`src/logic/dce_pkg.sv`:
```
package dce_pkg;
  // command codes on the cmd port
  localparam logic [1:0] CMD_CONVERT = 2'h0;
  localparam logic [1:0] CMD_EDIT = 2'h1;
  // instruction field positions
  localparam int EXT_BIT = 12;
  localparam int REG_LSB = 13;
  // conversion field shape
  localparam logic [3:0] DEC_DIGITS = 4'hB;
  localparam logic [2:0] DEC_BYTES = 3'h6;
  localparam logic [3:0] SIGN_PLUS = 4'hC;
  localparam logic [3:0] SIGN_MINUS = 4'hD;
  localparam logic [2:0] REG_LAST = 3'h7;
  // edit function codes
  localparam logic [3:0] FN_STOP = 4'h0;
  localparam logic [3:0] FN_STOP_ALT = 4'h1;
  localparam logic [3:0] FN_MARK = 4'h2;
  localparam logic [3:0] FN_MARK_ALT = 4'h3;
  localparam logic [3:0] FN_INS = 4'h4;
  localparam logic [3:0] FN_INS_PAD = 4'h5;
  localparam logic [3:0] FN_LOAD_PAD = 4'h6;
  localparam logic [3:0] FN_SIGN = 4'h7;
  localparam logic [3:0] FN_COPY = 4'h8;
  localparam logic [3:0] FN_COPY_PAD = 4'h9;
  localparam logic [3:0] FN_COPY_C = 4'hC;
  localparam logic [3:0] FN_COPY_PAD_D = 4'hD;
  // character constants
  localparam logic [7:0] CHR_SPACE = 8'h40;
  localparam logic [7:0] CHR_PLUS = 8'h4E;
  localparam logic [3:0] ZONE_DIGIT = 4'hF;
  // condition bits (bit 0 is the lsb of the 16-bit register)
  localparam int CC_GT = 14;
  localparam int CC_LT = 13;
  localparam int CC_EQ = 12;
  localparam int CC_INV = 11;
  localparam logic [15:0] ADDR_ONE = 16'h0001;
  localparam logic [15:0] ADDR_ZERO = 16'h0000;
endpackage

```
`src/logic/decimal_convert_edit_unit.sv`:
```
// The implementer's own choices: the strobed register port and the placing of the registers.
`timescale 1ns/1ps
module decimal_convert_edit_unit
  import dce_pkg::*;
(
  // clock and reset
  input wire logic mclk,
  input wire logic sys_rst,
  // command
  input wire logic start,
  input wire logic [1:0] cmd,
  input wire logic [15:0] instr,
  input wire logic [15:0] addr1,
  input wire logic [15:0] addr2,
  input wire logic [7:0] src_len,
  input wire logic [7:0] res_len,
  input wire logic [15:0] reg1_in,
  input wire logic [15:0] cond_in,
  output logic busy_ff,
  output logic done_ff,
  // general register read port
  output logic [2:0] reg_sel_ff,
  input wire logic [15:0] reg_data,
  // general register 1 and condition write back
  output logic reg1_we_ff,
  output logic [15:0] reg1_out_ff,
  output logic cond_we_ff,
  output logic [15:0] cond_out_ff,
  // storage byte port
  output logic mem_req_ff,
  output logic mem_we_ff,
  output logic [15:0] mem_addr_ff,
  output logic [7:0] mem_wdata_ff,
  input wire logic mem_ack,
  input wire logic [7:0] mem_rdata
);
  typedef enum logic [3:0] {
    ST_IDLE = 4'b0000, ST_RD_HI = 4'b0001, ST_RD_LO = 4'b0010, ST_CONV = 4'b0011,
    ST_WR_PK = 4'b0100, ST_UNPK = 4'b0101, ST_OP = 4'b0110, ST_ARG = 4'b0111,
    ST_EXEC = 4'b1000, ST_SRC = 4'b1001, ST_PUT = 4'b1010, ST_WAIT = 4'b1011,
    ST_FIN = 4'b1100
  } state_e;
  typedef struct packed {
    state_e st;
    state_e ret;
    logic busy, done, numeric, sig, neg, zero, pend, seeded;
    logic [2:0] rsel;
    logic [31:0] bin;
    logic [47:0] bcd;
    logic [5:0] cnt;
    logic [15:0] mptr, sptr, rptr, float_addr;
    logic [7:0] pad, op, arg1, arg2, ch;
    logic [3:0] rep, didx, wcnt;
    logic [1:0] sg; // 2'h2 greater, 2'h1 less, 2'h0 equal
    logic rwe, cwe, mreq, mwe;
    logic [15:0] r1, cc, maddr;
    logic [7:0] mwd;
  } unit_s;
  unit_s cur_ff, nxt_s;
  logic [3:0] dig_q;
  logic dwe;

  // add-3 correction of one binary to packed decimal step; the caller does the shift
  function automatic logic [47:0] dabble(input logic [47:0] b);
    logic [47:0] r;
    r = b;
    for (int i = 0; i < 12; i++) begin
      if (r[i*4 +: 4] > 4'h4) begin
        r[i*4 +: 4] = r[i*4 +: 4] + 4'h3;
      end
    end
    return r;
  endfunction

  // start a single byte storage access and park in the wait state
  function automatic unit_s access(input unit_s s, input logic we, input logic [15:0] a,
                                   input logic [7:0] d, input state_e back);
    unit_s r;
    r = s;
    r.mreq = 1'b1;
    r.mwe = we;
    r.maddr = a;
    r.mwd = d;
    r.ret = back;
    r.st = ST_WAIT;
    return r;
  endfunction

  digit_store u_digits (
    .mclk(mclk),
    .wr_en(dwe),
    .wr_addr(cur_ff.wcnt),
    .wr_data(cur_ff.ch[3:0]),
    .rd_addr(cur_ff.didx),
    .rd_data_ff(dig_q)
  );

  assign dwe = (cur_ff.st == ST_UNPK) && cur_ff.pend;

  always_comb begin
    logic [3:0] fn;
    logic [7:0] schar;
    logic [31:0] mag;
    logic [47:0] adj;
    fn = cur_ff.op[3:0];
    adj = '0;
    schar = {ZONE_DIGIT, dig_q};
    mag = '0;
    nxt_s = cur_ff;
    nxt_s.done = 1'b0;
    nxt_s.rwe = 1'b0;
    nxt_s.cwe = 1'b0;
    case (cur_ff.st)
      ST_IDLE: begin
        if (start) begin
          nxt_s.busy = 1'b1;
          // conversions must not write register 1 back at the end
          nxt_s.numeric = 1'b0;
          nxt_s.mptr = ADDR_ZERO;
          if (cmd == CMD_CONVERT && instr[EXT_BIT]) begin
            nxt_s.rsel = instr[REG_LSB +: 3];
            nxt_s.st = ST_RD_HI;
          end else if (cmd == CMD_EDIT) begin
            nxt_s.numeric = (res_len != 8'h00);
            nxt_s.sig = 1'b0;
            nxt_s.pad = CHR_SPACE;
            nxt_s.float_addr = ADDR_ZERO;
            nxt_s.mptr = reg1_in;
            nxt_s.sptr = addr1;
            nxt_s.rptr = addr2;
            nxt_s.wcnt = '0;
            nxt_s.didx = '0;
            nxt_s.zero = 1'b1;
            nxt_s.pend = 1'b0;
            nxt_s.cnt = '0;
            nxt_s.st = (res_len != 8'h00) ? ST_UNPK : ST_OP;
          end else begin
            // single-word conversion lives elsewhere; answer at once
            nxt_s.st = ST_FIN;
          end
        end
      end
      ST_RD_HI: begin
        nxt_s.bin[31:16] = reg_data;
        nxt_s.rsel = cur_ff.rsel + 3'h1; // 7 wraps to 0
        nxt_s.st = ST_RD_LO;
      end
      ST_RD_LO: begin
        nxt_s.neg = cur_ff.bin[31];
        mag = cur_ff.bin[31] ? (~{cur_ff.bin[31:16], reg_data} + 32'h1) : {cur_ff.bin[31:16], reg_data};
        nxt_s.bin = mag;
        nxt_s.bcd = '0;
        nxt_s.cnt = '0;
        nxt_s.st = ST_CONV;
      end
      ST_CONV: begin
        // 32 serial steps trade speed for a single adder rank
        adj = dabble(cur_ff.bcd);
        nxt_s.bcd = {adj[46:0], cur_ff.bin[31]};
        nxt_s.bin = {cur_ff.bin[30:0], 1'b0};
        nxt_s.cnt = cur_ff.cnt + 6'h1;
        if (cur_ff.cnt == 6'h1F) begin
          nxt_s.st = ST_WR_PK;
          nxt_s.cnt = '0;
          nxt_s.maddr = addr1;
        end
      end
      ST_WR_PK: begin
        if (cur_ff.cnt[2:0] == DEC_BYTES) begin
          nxt_s.st = ST_FIN;
        end else begin
          nxt_s.bcd = {cur_ff.bcd[39:0], 8'h00};
          nxt_s.cnt = cur_ff.cnt + 6'h1;
          // last byte gets the sign nibble after digit eleven
          nxt_s = access(nxt_s, 1'b1, addr1 + {10'h0, cur_ff.cnt},
                         (cur_ff.cnt[2:0] == DEC_BYTES - 3'h1) ?
                         {cur_ff.bcd[7:4], cur_ff.neg ? SIGN_MINUS : SIGN_PLUS} :
                         {cur_ff.bcd[43:40], cur_ff.bcd[39:36]}, ST_WR_PK);
          if (cur_ff.cnt[2:0] == DEC_BYTES - 3'h1) begin
            nxt_s.mwd = {cur_ff.bcd[43:40], cur_ff.neg ? SIGN_MINUS : SIGN_PLUS};
          end
        end
      end
      ST_UNPK: begin
        // fetch one packed byte, store high then low nibble as digits
        nxt_s.pend = 1'b0;
        if (cur_ff.pend) begin
          nxt_s.wcnt = cur_ff.wcnt + 4'h1;
          // the sign nibble sits past the last digit and must not clear zero
          nxt_s.zero = cur_ff.zero & ((cur_ff.ch[3:0] == 4'h0) || ({4'h0, cur_ff.wcnt} >= src_len));
          nxt_s.ch = {4'h0, cur_ff.arg1[3:0]};
          nxt_s.pend = cur_ff.seeded;
          nxt_s.seeded = 1'b0;
        end else if ({2'h0, cur_ff.wcnt} >= src_len[5:0] || cur_ff.wcnt == 4'hF) begin
          nxt_s.sg = cur_ff.zero ? 2'h0 : (cur_ff.neg ? 2'h1 : 2'h2);
          nxt_s.cc = cond_in;
          nxt_s.cc[CC_GT] = !cur_ff.zero && !cur_ff.neg;
          nxt_s.cc[CC_LT] = !cur_ff.zero && cur_ff.neg;
          nxt_s.cc[CC_EQ] = cur_ff.zero;
          nxt_s.cc[CC_INV] = 1'b0;
          nxt_s.cwe = 1'b1;
          nxt_s.st = ST_OP;
        end else begin
          nxt_s = access(nxt_s, 1'b0, cur_ff.sptr, 8'h00, ST_UNPK);
          nxt_s.sptr = cur_ff.sptr + ADDR_ONE;
          nxt_s.cnt = 6'h3F; // marks an unpack fetch
        end
      end
      ST_OP: begin
        nxt_s = access(nxt_s, 1'b0, cur_ff.mptr, 8'h00, ST_ARG);
        nxt_s.mptr = cur_ff.mptr + ADDR_ONE;
        nxt_s.cnt = 6'h00;
      end
      ST_ARG: begin
        nxt_s.rep = cur_ff.op[7:4];
        if (fn == FN_INS || fn == FN_INS_PAD || fn == FN_LOAD_PAD ||
            (fn == FN_SIGN && cur_ff.sg == 2'h1 && cur_ff.cnt == 6'h00)) begin
          nxt_s = access(nxt_s, 1'b0, cur_ff.mptr, 8'h00, ST_ARG);
          nxt_s.mptr = cur_ff.mptr + ADDR_ONE;
          nxt_s.cnt = cur_ff.cnt + 6'h1;
          if (cur_ff.cnt != 6'h00 || !(fn == FN_SIGN && cur_ff.op[7:4] == 4'h2)) begin
            nxt_s.st = (cur_ff.cnt == 6'h00) ? ST_WAIT : ST_EXEC;
          end
          if (cur_ff.cnt != 6'h00) begin
            nxt_s.mreq = 1'b0;
            nxt_s.mptr = cur_ff.mptr;
            nxt_s.st = ST_EXEC;
          end
        end else begin
          nxt_s.st = ST_EXEC;
        end
      end
      ST_EXEC: begin
        nxt_s.st = ST_OP;
        if (fn == FN_STOP || fn == FN_STOP_ALT) begin
          nxt_s.st = ST_FIN;
        end else if (fn == FN_MARK || fn == FN_MARK_ALT) begin
          // controls touch neither source nor result
          if (!cur_ff.sig && (cur_ff.op[4] || (cur_ff.numeric && cur_ff.sg != 2'h0))) begin
            nxt_s.sig = 1'b1;
            nxt_s.float_addr = cur_ff.rptr - ADDR_ONE;
          end
        end else if (fn == FN_LOAD_PAD) begin
          nxt_s.pad = cur_ff.arg1;
        end else if (fn == FN_INS || fn == FN_INS_PAD) begin
          nxt_s.ch = (fn == FN_INS_PAD && !cur_ff.sig) ? cur_ff.pad : cur_ff.arg1;
          nxt_s.st = ST_PUT;
        end else if (fn == FN_SIGN) begin
          nxt_s.ch = (cur_ff.sg == 2'h1) ? cur_ff.arg1 : (cur_ff.op[7:4] == 4'h0 ? CHR_PLUS : CHR_SPACE);
          nxt_s.rep = (cur_ff.op[7:4] == 4'h2) ? 4'h1 : 4'h0;
          nxt_s.st = ST_PUT;
        end else if (fn[3]) begin
          nxt_s.st = ST_SRC;
        end
      end
      ST_SRC: begin
        if (cur_ff.numeric) begin
          // digit from the unpacked store, read data is registered
          if (cur_ff.cnt == 6'h00) begin
            nxt_s.cnt = 6'h01;
          end else begin
            nxt_s.cnt = 6'h00;
            nxt_s.didx = cur_ff.didx + 4'h1;
            if ((fn == FN_COPY || fn == FN_COPY_C || fn == FN_COPY_PAD || fn == FN_COPY_PAD_D) &&
                (cur_ff.sig || dig_q != 4'h0 || fn == FN_COPY || fn == FN_COPY_C)) begin
              if (!cur_ff.sig) begin
                nxt_s.float_addr = cur_ff.rptr - ADDR_ONE;
              end
              nxt_s.sig = 1'b1;
              nxt_s.ch = schar;
            end else if (cur_ff.sig) begin
              nxt_s.ch = schar;
            end else begin
              nxt_s.ch = cur_ff.pad;
            end
            nxt_s.st = ST_PUT;
          end
        end else begin
          nxt_s = access(nxt_s, 1'b0, cur_ff.sptr, 8'h00, ST_PUT);
          nxt_s.sptr = cur_ff.sptr + ADDR_ONE;
          nxt_s.cnt = 6'h3E; // marks a source character fetch
        end
      end
      ST_PUT: begin
        nxt_s = access(nxt_s, 1'b1, cur_ff.rptr, cur_ff.ch, ST_PUT);
        nxt_s.rptr = cur_ff.rptr + ADDR_ONE;
        nxt_s.cnt = 6'h3D;
        if (fn == FN_SIGN && cur_ff.rep != 4'h0 && cur_ff.sg == 2'h1) begin
          nxt_s.ch = cur_ff.arg2;
        end
      end
      ST_WAIT: begin
        nxt_s.mreq = 1'b0;
        if (mem_ack) begin
          nxt_s.st = cur_ff.ret;
          if (cur_ff.ret == ST_UNPK) begin
            nxt_s.ch = {4'h0, mem_rdata[7:4]};
            nxt_s.arg1 = mem_rdata;
            nxt_s.pend = 1'b1;
            nxt_s.seeded = 1'b1;
            nxt_s.neg = (mem_rdata[3:0] == SIGN_MINUS) || (mem_rdata[3:0] == 4'hB);
          end else if (cur_ff.ret == ST_ARG && cur_ff.cnt == 6'h00) begin
            nxt_s.op = mem_rdata;
          end else if (cur_ff.ret == ST_ARG) begin
            if (cur_ff.cnt == 6'h01) begin
              nxt_s.arg1 = mem_rdata;
            end else begin
              nxt_s.arg2 = mem_rdata;
            end
          end else if (cur_ff.ret == ST_PUT && cur_ff.cnt == 6'h3E) begin
            nxt_s.ch = mem_rdata;
          end else if (cur_ff.ret == ST_PUT && cur_ff.cnt == 6'h3D) begin
            // while rep is nonzero write again (copies fetch their next source first), else fetch the next mask op
            nxt_s.cnt = 6'h00;
            if (cur_ff.rep != 4'h0) begin
              nxt_s.rep = cur_ff.rep - 4'h1;
              nxt_s.st = (fn[3] && fn != FN_SIGN) ? ST_SRC : ST_PUT;
            end else begin
              nxt_s.st = ST_OP;
            end
          end
        end
      end
      ST_FIN: begin
        nxt_s.busy = 1'b0;
        nxt_s.done = 1'b1;
        // only an edit leaves a nonzero mask pointer or the numeric flag behind
        nxt_s.rwe = cur_ff.numeric || cur_ff.mptr != ADDR_ZERO;
        nxt_s.r1 = cur_ff.numeric ? (cur_ff.sig ? cur_ff.float_addr : ADDR_ZERO) : ADDR_ZERO;
        nxt_s.cwe = 1'b0;
        nxt_s.st = ST_IDLE;
      end
      default: begin
        nxt_s.st = ST_IDLE;
      end
    endcase
    if (sys_rst) begin
      nxt_s = '0;
      nxt_s.pad = CHR_SPACE;
    end
  end

  // all state but the digit store in one register
  always_ff @(posedge mclk) begin
    cur_ff <= nxt_s;
  end

  // outputs straight from the state register
  always_comb begin
    busy_ff = cur_ff.busy;
    done_ff = cur_ff.done;
    reg_sel_ff = cur_ff.rsel;
    reg1_we_ff = cur_ff.rwe;
    reg1_out_ff = cur_ff.r1;
    cond_we_ff = cur_ff.cwe;
    cond_out_ff = cur_ff.cc;
    mem_req_ff = cur_ff.mreq;
    mem_we_ff = cur_ff.mwe;
    mem_addr_ff = cur_ff.maddr;
    mem_wdata_ff = cur_ff.mwd;
  end
endmodule

```
`src/logic/digit_store.sv`:
```
`timescale 1ns/1ps
// small digit memory for the unpacked source, registered read data
module digit_store (
  // clock
  input wire logic mclk,
  // write port
  input wire logic wr_en,
  input wire logic [3:0] wr_addr,
  input wire logic [3:0] wr_data,
  // read port
  input wire logic [3:0] rd_addr,
  output logic [3:0] rd_data_ff
);
  logic [3:0] mem [16];
  // no reset: contents are always written before they are read
  always_ff @(posedge mclk) begin
    if (wr_en) begin
      mem[wr_addr] <= wr_data;
    end
    rd_data_ff <= mem[rd_addr];
  end
endmodule

```
`config.mk`:
```
export PLATFORM = sky130hd
export DESIGN_NAME = decimal_convert_edit_unit
export DESIGN_NICKNAME = d
export VERILOG_FILES = /design/src/logic/dce_pkg.sv /design/src/logic/decimal_convert_edit_unit.sv /design/src/logic/digit_store.sv
export SDC_FILE = /design/constraint.sdc
export NUM_CORES = 1
export LEC_CHECK = 0
export BUFFER_PORTS_ARGS = -buffer_cell sky130_fd_sc_hd__buf_2
export CORE_MARGIN = 8
export CORE_UTILIZATION = 35
export DETAILED_ROUTE_END_ITERATION = 10
export SETUP_SLACK_MARGIN = 0.4
export SYNTH_ARGS = -nofsm -noshare
export SYNTH_HDL_FRONTEND = slang
export SYNTH_SLANG_ARGS = --single-unit
```
`constraint.sdc`:
```
create_clock -name mclk -period 4.8 [get_ports mclk]
set_clock_uncertainty 0.2 [all_clocks]
set_input_delay 1.2 -clock mclk [delete_from_list [all_inputs] [get_ports mclk]]
set_output_delay 1.2 -clock mclk [all_outputs]
set_load 0.05 [all_outputs]
```
Yosys cells after proc, flatten, opt, wreduce, memory -nomap -nowiden --
Memory sizes are Yosys's and may differ from the RTL's. A register that Yosys moved wholly into a read port is not among the register bits. Cells that the tools add are included.
Storage, ports and cells: logic and storage cells 444, register bits after elaboration 283, input bits 126, bits in writable memories 64, memories kept 1
Operators by class: muxes and demuxes 172, reduce and logical (&&, ||, !) cells 106, equality and inequality tests 79, bitwise gates (word level) 12, $add $sub $neg 23, $lt $le $gt $ge 14
Memory list:
- u_digits.mem | words 16, bits a word 4, read ports 1, clocked after Yosys merged registers in 1, wr ports 1, RTL line digit_store.sv:14 | logic [3:0] mem [16];
Operator list (count):
- 279-bit two-way mux | 2
- 48-bit one-hot mux with 7 select lines | 1
- 64-bit one-hot mux with 5 select lines | 1
- 78-bit two-way mux | 3
- 217-bit two-way mux | 1
- 16-bit two-way mux | 12
- 185-bit two-way mux | 1
- 8-bit two-way mux | 23
- 4-bit two-way mux | 41
- 24-bit one-hot mux with 6 select lines | 1
- 16-bit one-hot mux with 7 select lines | 1
- 16-bit one-hot mux with 6 select lines | 1
- 24-bit one-hot mux with 4 select lines | 1
- 12-bit one-hot mux with 7 select lines | 1
- 16-bit one-hot mux with 5 select lines | 1
- 2-bit != test (second input constant) | 35
- 32-bit two-way mux | 2
- 16-bit one-hot mux with 4 select lines | 1
- 62-bit two-way mux | 1
- 12-bit two-way mux | 5
- 58-bit two-way mux | 1
- 6-bit one-hot mux with 9 select lines | 1
- 4-bit equality test (second input constant) | 13
- 16-bit by 1-bit adder with 16-bit output (second input constant) | 3
- other kinds (72) | 253

Depth between registers and ports, before layout --
word-level depth 11, gate-level depth with buffers 11

Cells and area by module --
From an unflattened synthesis, not the netlist that was laid out.
Second synthesis, totals: cell total of the unflattened synthesis 2316, area total of the unflattened synthesis 19557.5 µm²
By module, submodules not included:
- decimal_convert_edit_unit | area each 16891.2 µm², cells each 2186, instances 1
- digit_store | area each 2666.3 µm², cells each 130, instances 1

Worst setup path before layout --
No wires, ideal clock.
path type input port to flip-flop, from in reg_data[1], to reg cur_ff[256] in the netlist's numbering, setup slack 1239 ps, required time 4472 ps, arrival 3233 ps, stages 9, setup time 128 ps, path buffers 1, path through inv_1 -> ha_1 -> or3b_2 -> or4_1 -> clkbuf_1 -> or3_1 -> a222oi_1 -> a2bb2oi_1 -> nor2_1
On the way: cells in the longest elaborated chain, start to end 4
Ends and longest elaborated chain:
- start: declaration | RTL line decimal_convert_edit_unit.sv:23 | input wire logic [15:0] reg_data,
- 32-bit inverter | RTL line decimal_convert_edit_unit.sv:150 | mag = cur_ff.bin[31] ? (~{cur_ff.bin[31:16], reg_data} + 32'h1) : {cur_ff.bin[31:16], reg_data};
- 32-bit by 1-bit adder with 32-bit output | RTL line decimal_convert_edit_unit.sv:150
- 32-bit two-way mux | RTL line decimal_convert_edit_unit.sv:150
- 16-bit one-hot mux with 6 select lines | RTL line decimal_convert_edit_unit.sv:113 | case (cur_ff.st)
- end signal: assignment | RTL line decimal_convert_edit_unit.sv:345 | cur_ff <= nxt_s;
- end: declaration | RTL line decimal_convert_edit_unit.sv:59 | unit_s cur_ff, nxt_s;
No other way between the ends. The select of a mux whose other input is x is not followed. A chain may end at the register's enable or synchronous reset.

Worst setup path after layout --
from reg cur_ff[282] in the netlist's numbering, to reg cur_ff[124] in the netlist's numbering
On the way: cells in the longest elaborated chain, start to end 3
Ends and longest elaborated chain (RTL line):
- 4-bit equality test (tied with other cells) | decimal_convert_edit_unit.sv:113
- 2-bit != test (no source line) (tied with other cells)
- 14-bit AND reduction (no source line)
Parallel ways exist; a longest one is shown, timed or not.

==> summary.md <==
| Metric | Value |
|---|---|
| Pwr Density | `585 nW/um^2` |
| Maximum clock path buffer count | `3` |
| Number of post-CTS setup repair buffers | `0` |
| Setup crit start kind | `flop` |
| Ports | `191` |
| Status | `completed` |
| Async S/R FF share, synth | `0%` |
| Leakage | `8.07 nW` |
| Post-synth top area cell | `dfxtp_1` |
| WP data arrival | `3.80 ns` |
| Avg Cell Area, Syn | `8.59 um^2` |
| Max incr delay on CP | `0.83 ns` |
| Synth Cell Area | `19500 um^2` |
| Syn Nets | `2431` |
| Vias in the first global route | `17100` |
| Least-Margin Pin Slew | `1.11 ns` |
| Initial Util | `35.3%` |
| Share of cells above drive strength 1 | `14.9%` |
| Most frequent cell after synthesis | `dfxtp_1` |
| Max-cap violations | `0` |
| GP Congestion | `0.914` |
| Critical path's slowest cell | `dfxtp_2` |
| Post-Synthesis Cells | `2266` |
| Fillers | `5584` |
| Unique masters post-synth | `83` |
| Worst setup EP type | `flop` |
| Worst-skew pair later-pin latency | `0.56 ns` |
| Synth Flop Type | `dfxtp_1` |
| Placed wire-length estimate | `44800 um` |
| Clock sink total | `344` |
| Buffers & Inverters on Critical Path | `1` |
| Fin util | `40.1%` |
| Post-synth EDFFs | `64` |
| F_max | `284 MHz` |
| Largest net degree at the start of global routing | `71` |
| Crit path cell chain | `buf_4, or4b_2, a21oi_1, nor4_1, nand2_1, mux2i_1` |
| Vias per cell | `5.83` |
| CP top delay family | `simple AND/OR/NAND/NOR gates` |
| H-tree depth | `2` |
| Post-DP Area | `20600 um^2` |
| Post_cts resized | `0` |
| Drt total wl | `63400 um` |
| Die area | `63400 um^2` |
| Hold Path Class | `flop to flop` |
| Layout Area Growth over Synthesis | `13.3%` |
| Required time worst endpoint | `5.08 ns` |
| First-pass GRT wire length | `98500 um` |
| Final hold slack | `0.258 ns` |
| Worst Path Max Fanout | `37` |
| GR Util All Layers | `19.0%` |
| Final slew viol count | `0` |
| Worst-path clk slew | `0.06 ns` |
| Slew headroom | `25.6%` |
| Design Area, Final | `22100 um^2` |
| Time the worst path needs with I/O delays and setup | `3.53 ns` |
| Placement row count | `86` |
| Port Buffer Count | `173` |
| Die Wd | `252 um` |
| RSZ-0062 raised after global routing | `no` |
| Final Hold Vio Count | `0` |
| Number of CTS-inserted buffers | `41` |
| Core ar. | `55100 um^2` |
| DR WL/cell | `20.6 um` |
| DR iter-0 viols | `1556` |
| Final period util | `73.4%` |
| Crit Path Class | `flop to flop` |
| TNS Setup | `0 ns` |
| Drt drc | `0` |
| CTS tree | `done` |
| Grt ovf | `0` |
| Die Y | `252 um` |
| Final ANT Viol Nets | `0` |
| CTS Root Cell | `clkbuf_16` |
| Initial antenna violation count | `1` |
| Synth top area share | `28.8%` |
| IR Drop Worst-Case VDD | `374 uV` |
| DRT Pass-1 Iters | `6` |
| FF+latch count, synth | `344` |
| Vias | `18000` |
| Hold-fix buffers at CTS | `0` |
| Synth top area cells | `dfxtp_1, edfxtp_1, nor2_1, mux2i_1, o21ai_0` |
| Final setup violation count | `0` |
| Final Net Count | `2462` |
| Syn. warnings | `0` |
| Pwr Total | `12.9 mW` |
| Synth top cells by count | `dfxtp_1, nor2_1, nand2_1` |
| Post-synthesis sequential area ratio | `38.7%` |
flip-flops by register name, summed over array words and instances (netlist names), 3 cells and up:
signal,count
cur_ff,213
reg_sel_ff,3
u_digits.mem,64
mem_addr_ff,16
mem_wdata_ff,8
reg1_out_ff,16
cond_out_ff,14
u_digits.rd_data_ff,4
tightest hold or removal path, stage by stage (launching register included):
cell,delay (ns)
dfxtp_1,0.31
nand2_1,0.05
mux2i_1,0.05
cell type report:
cell class / instances / area, um^2 / area share (%)
Sequential cell: 344 / 7530 / 34.1
Timing Repair Buffer: 217 / 1210 / 5.51
Multi-Input combinational cell: 1626 / 10700 / 48.3
Clock inverter: 19 / 253 / 1.15
Clock buffer: 56 / 1210 / 5.49
Antenna cell: 2 / 5.00 / 0.0227
Tap cell: 748 / 936 / 4.24
Inverter: 67 / 251 / 1.14
layer usage:
| layer | track usage, % | routed length, um | up-vias | share of wire, % |
|---|---|---|---|---|
| met5 | 0 | 13 | - | 0.021 |
| met4 | 6.10 | 1690 | 2 | 2.7 |
| met3 | 3.21 | 4760 | 126 | 7.5 |
| met2 | 31.2 | 29300 | 700 | 46 |
| met1 | 25.3 | 27600 | 8691 | 43 |
| li1 | - | - | 8433 | - |
path summary, 6_finish.rpt:
path	startpoint	endpoint	slack, ns	depth (start not counted)
setup / recovery	cur_ff[282]$_SDFFE_PP0P_	cur_ff[124]$_SDFFE_PP0P_	1.27	6
hold / removal	cur_ff[128]$_SDFFE_PP0P_	cur_ff[128]$_SDFFE_PP0P_	0.26	2
hold reg to reg	cur_ff[128]$_SDFFE_PP0P_	cur_ff[128]$_SDFFE_PP0P_	0.26	2
setup reg to reg	cur_ff[282]$_SDFFE_PP0P_	cur_ff[124]$_SDFFE_PP0P_	1.27	6
per-stage QoR:
step / cells / setup slack [ns]
3_3_place_gp: 3002 / 0.873
6_report: 3079 / 1.27
4_1_cts: 3077 / 1.32
3_5_place_dp: 3002 / 0.788
5_1_grt: 3077 / 1.02
2_1_floorplan: 2266 / 1.24
cell families (layout without fill, tap and decap cells):
logic type	Yosys count	in the layout	share of synthesized area, %
buffers and inverters	296	359	7.03
other	1	3	0.0193
AOI/OAI and AO/OA	670	670	23.5
and+or+nand+nor	761	761	19.3
xor gates and xnor gates	62	62	2.79
DFF	344	344	38.7
muxes	93	93	6.08
adders and majority gates	39	39	2.54
report_power, final:
group | switching (mW) | total, mW | internal [mW] | leakage (nW)
clock network | 1.30 | 3.35 | 2.05 | 0.717
logic | 3.40 | 5.35 | 1.94 | 4.49
registers | 0.721 | 4.20 | 3.48 | 2.87
cell usage in the layout (no fill, tap or decap), types with 11 or more instances in the layout:
cell type	netlist	routed
ha_1	38	38
nor3_1	84	83
inv_1	67	67
dfxtp_1	280	276
xor2_1	25	25
o31ai_1	19	19
nand2_1	165	165
mux2i_1	70	70
buf_4	59	43
o211ai_1	12	12
nand2b_1	21	21
mux4_2	20	20
a21o_1	21	21
xnor2_1	37	37
or3_1	21	21
nand3_1	68	68
and3_1	19	19
a221oi_1	60	59
a32o_1	11	11
a311oi_1	18	18
a22oi_1	52	52
buf_2	23	172
clkbuf_16	0	44
o21ai_0	140	140
nor4_1	19	19
and2_1	28	28
a22o_1	25	25
a21oi_1	133	132
edfxtp_1	64	64
nor2b_1	19	19
a31oi_1	17	16
a211oi_1	61	60
nor2_1	227	226
nand4_1	16	16
(Power assumes the default switching activity.)
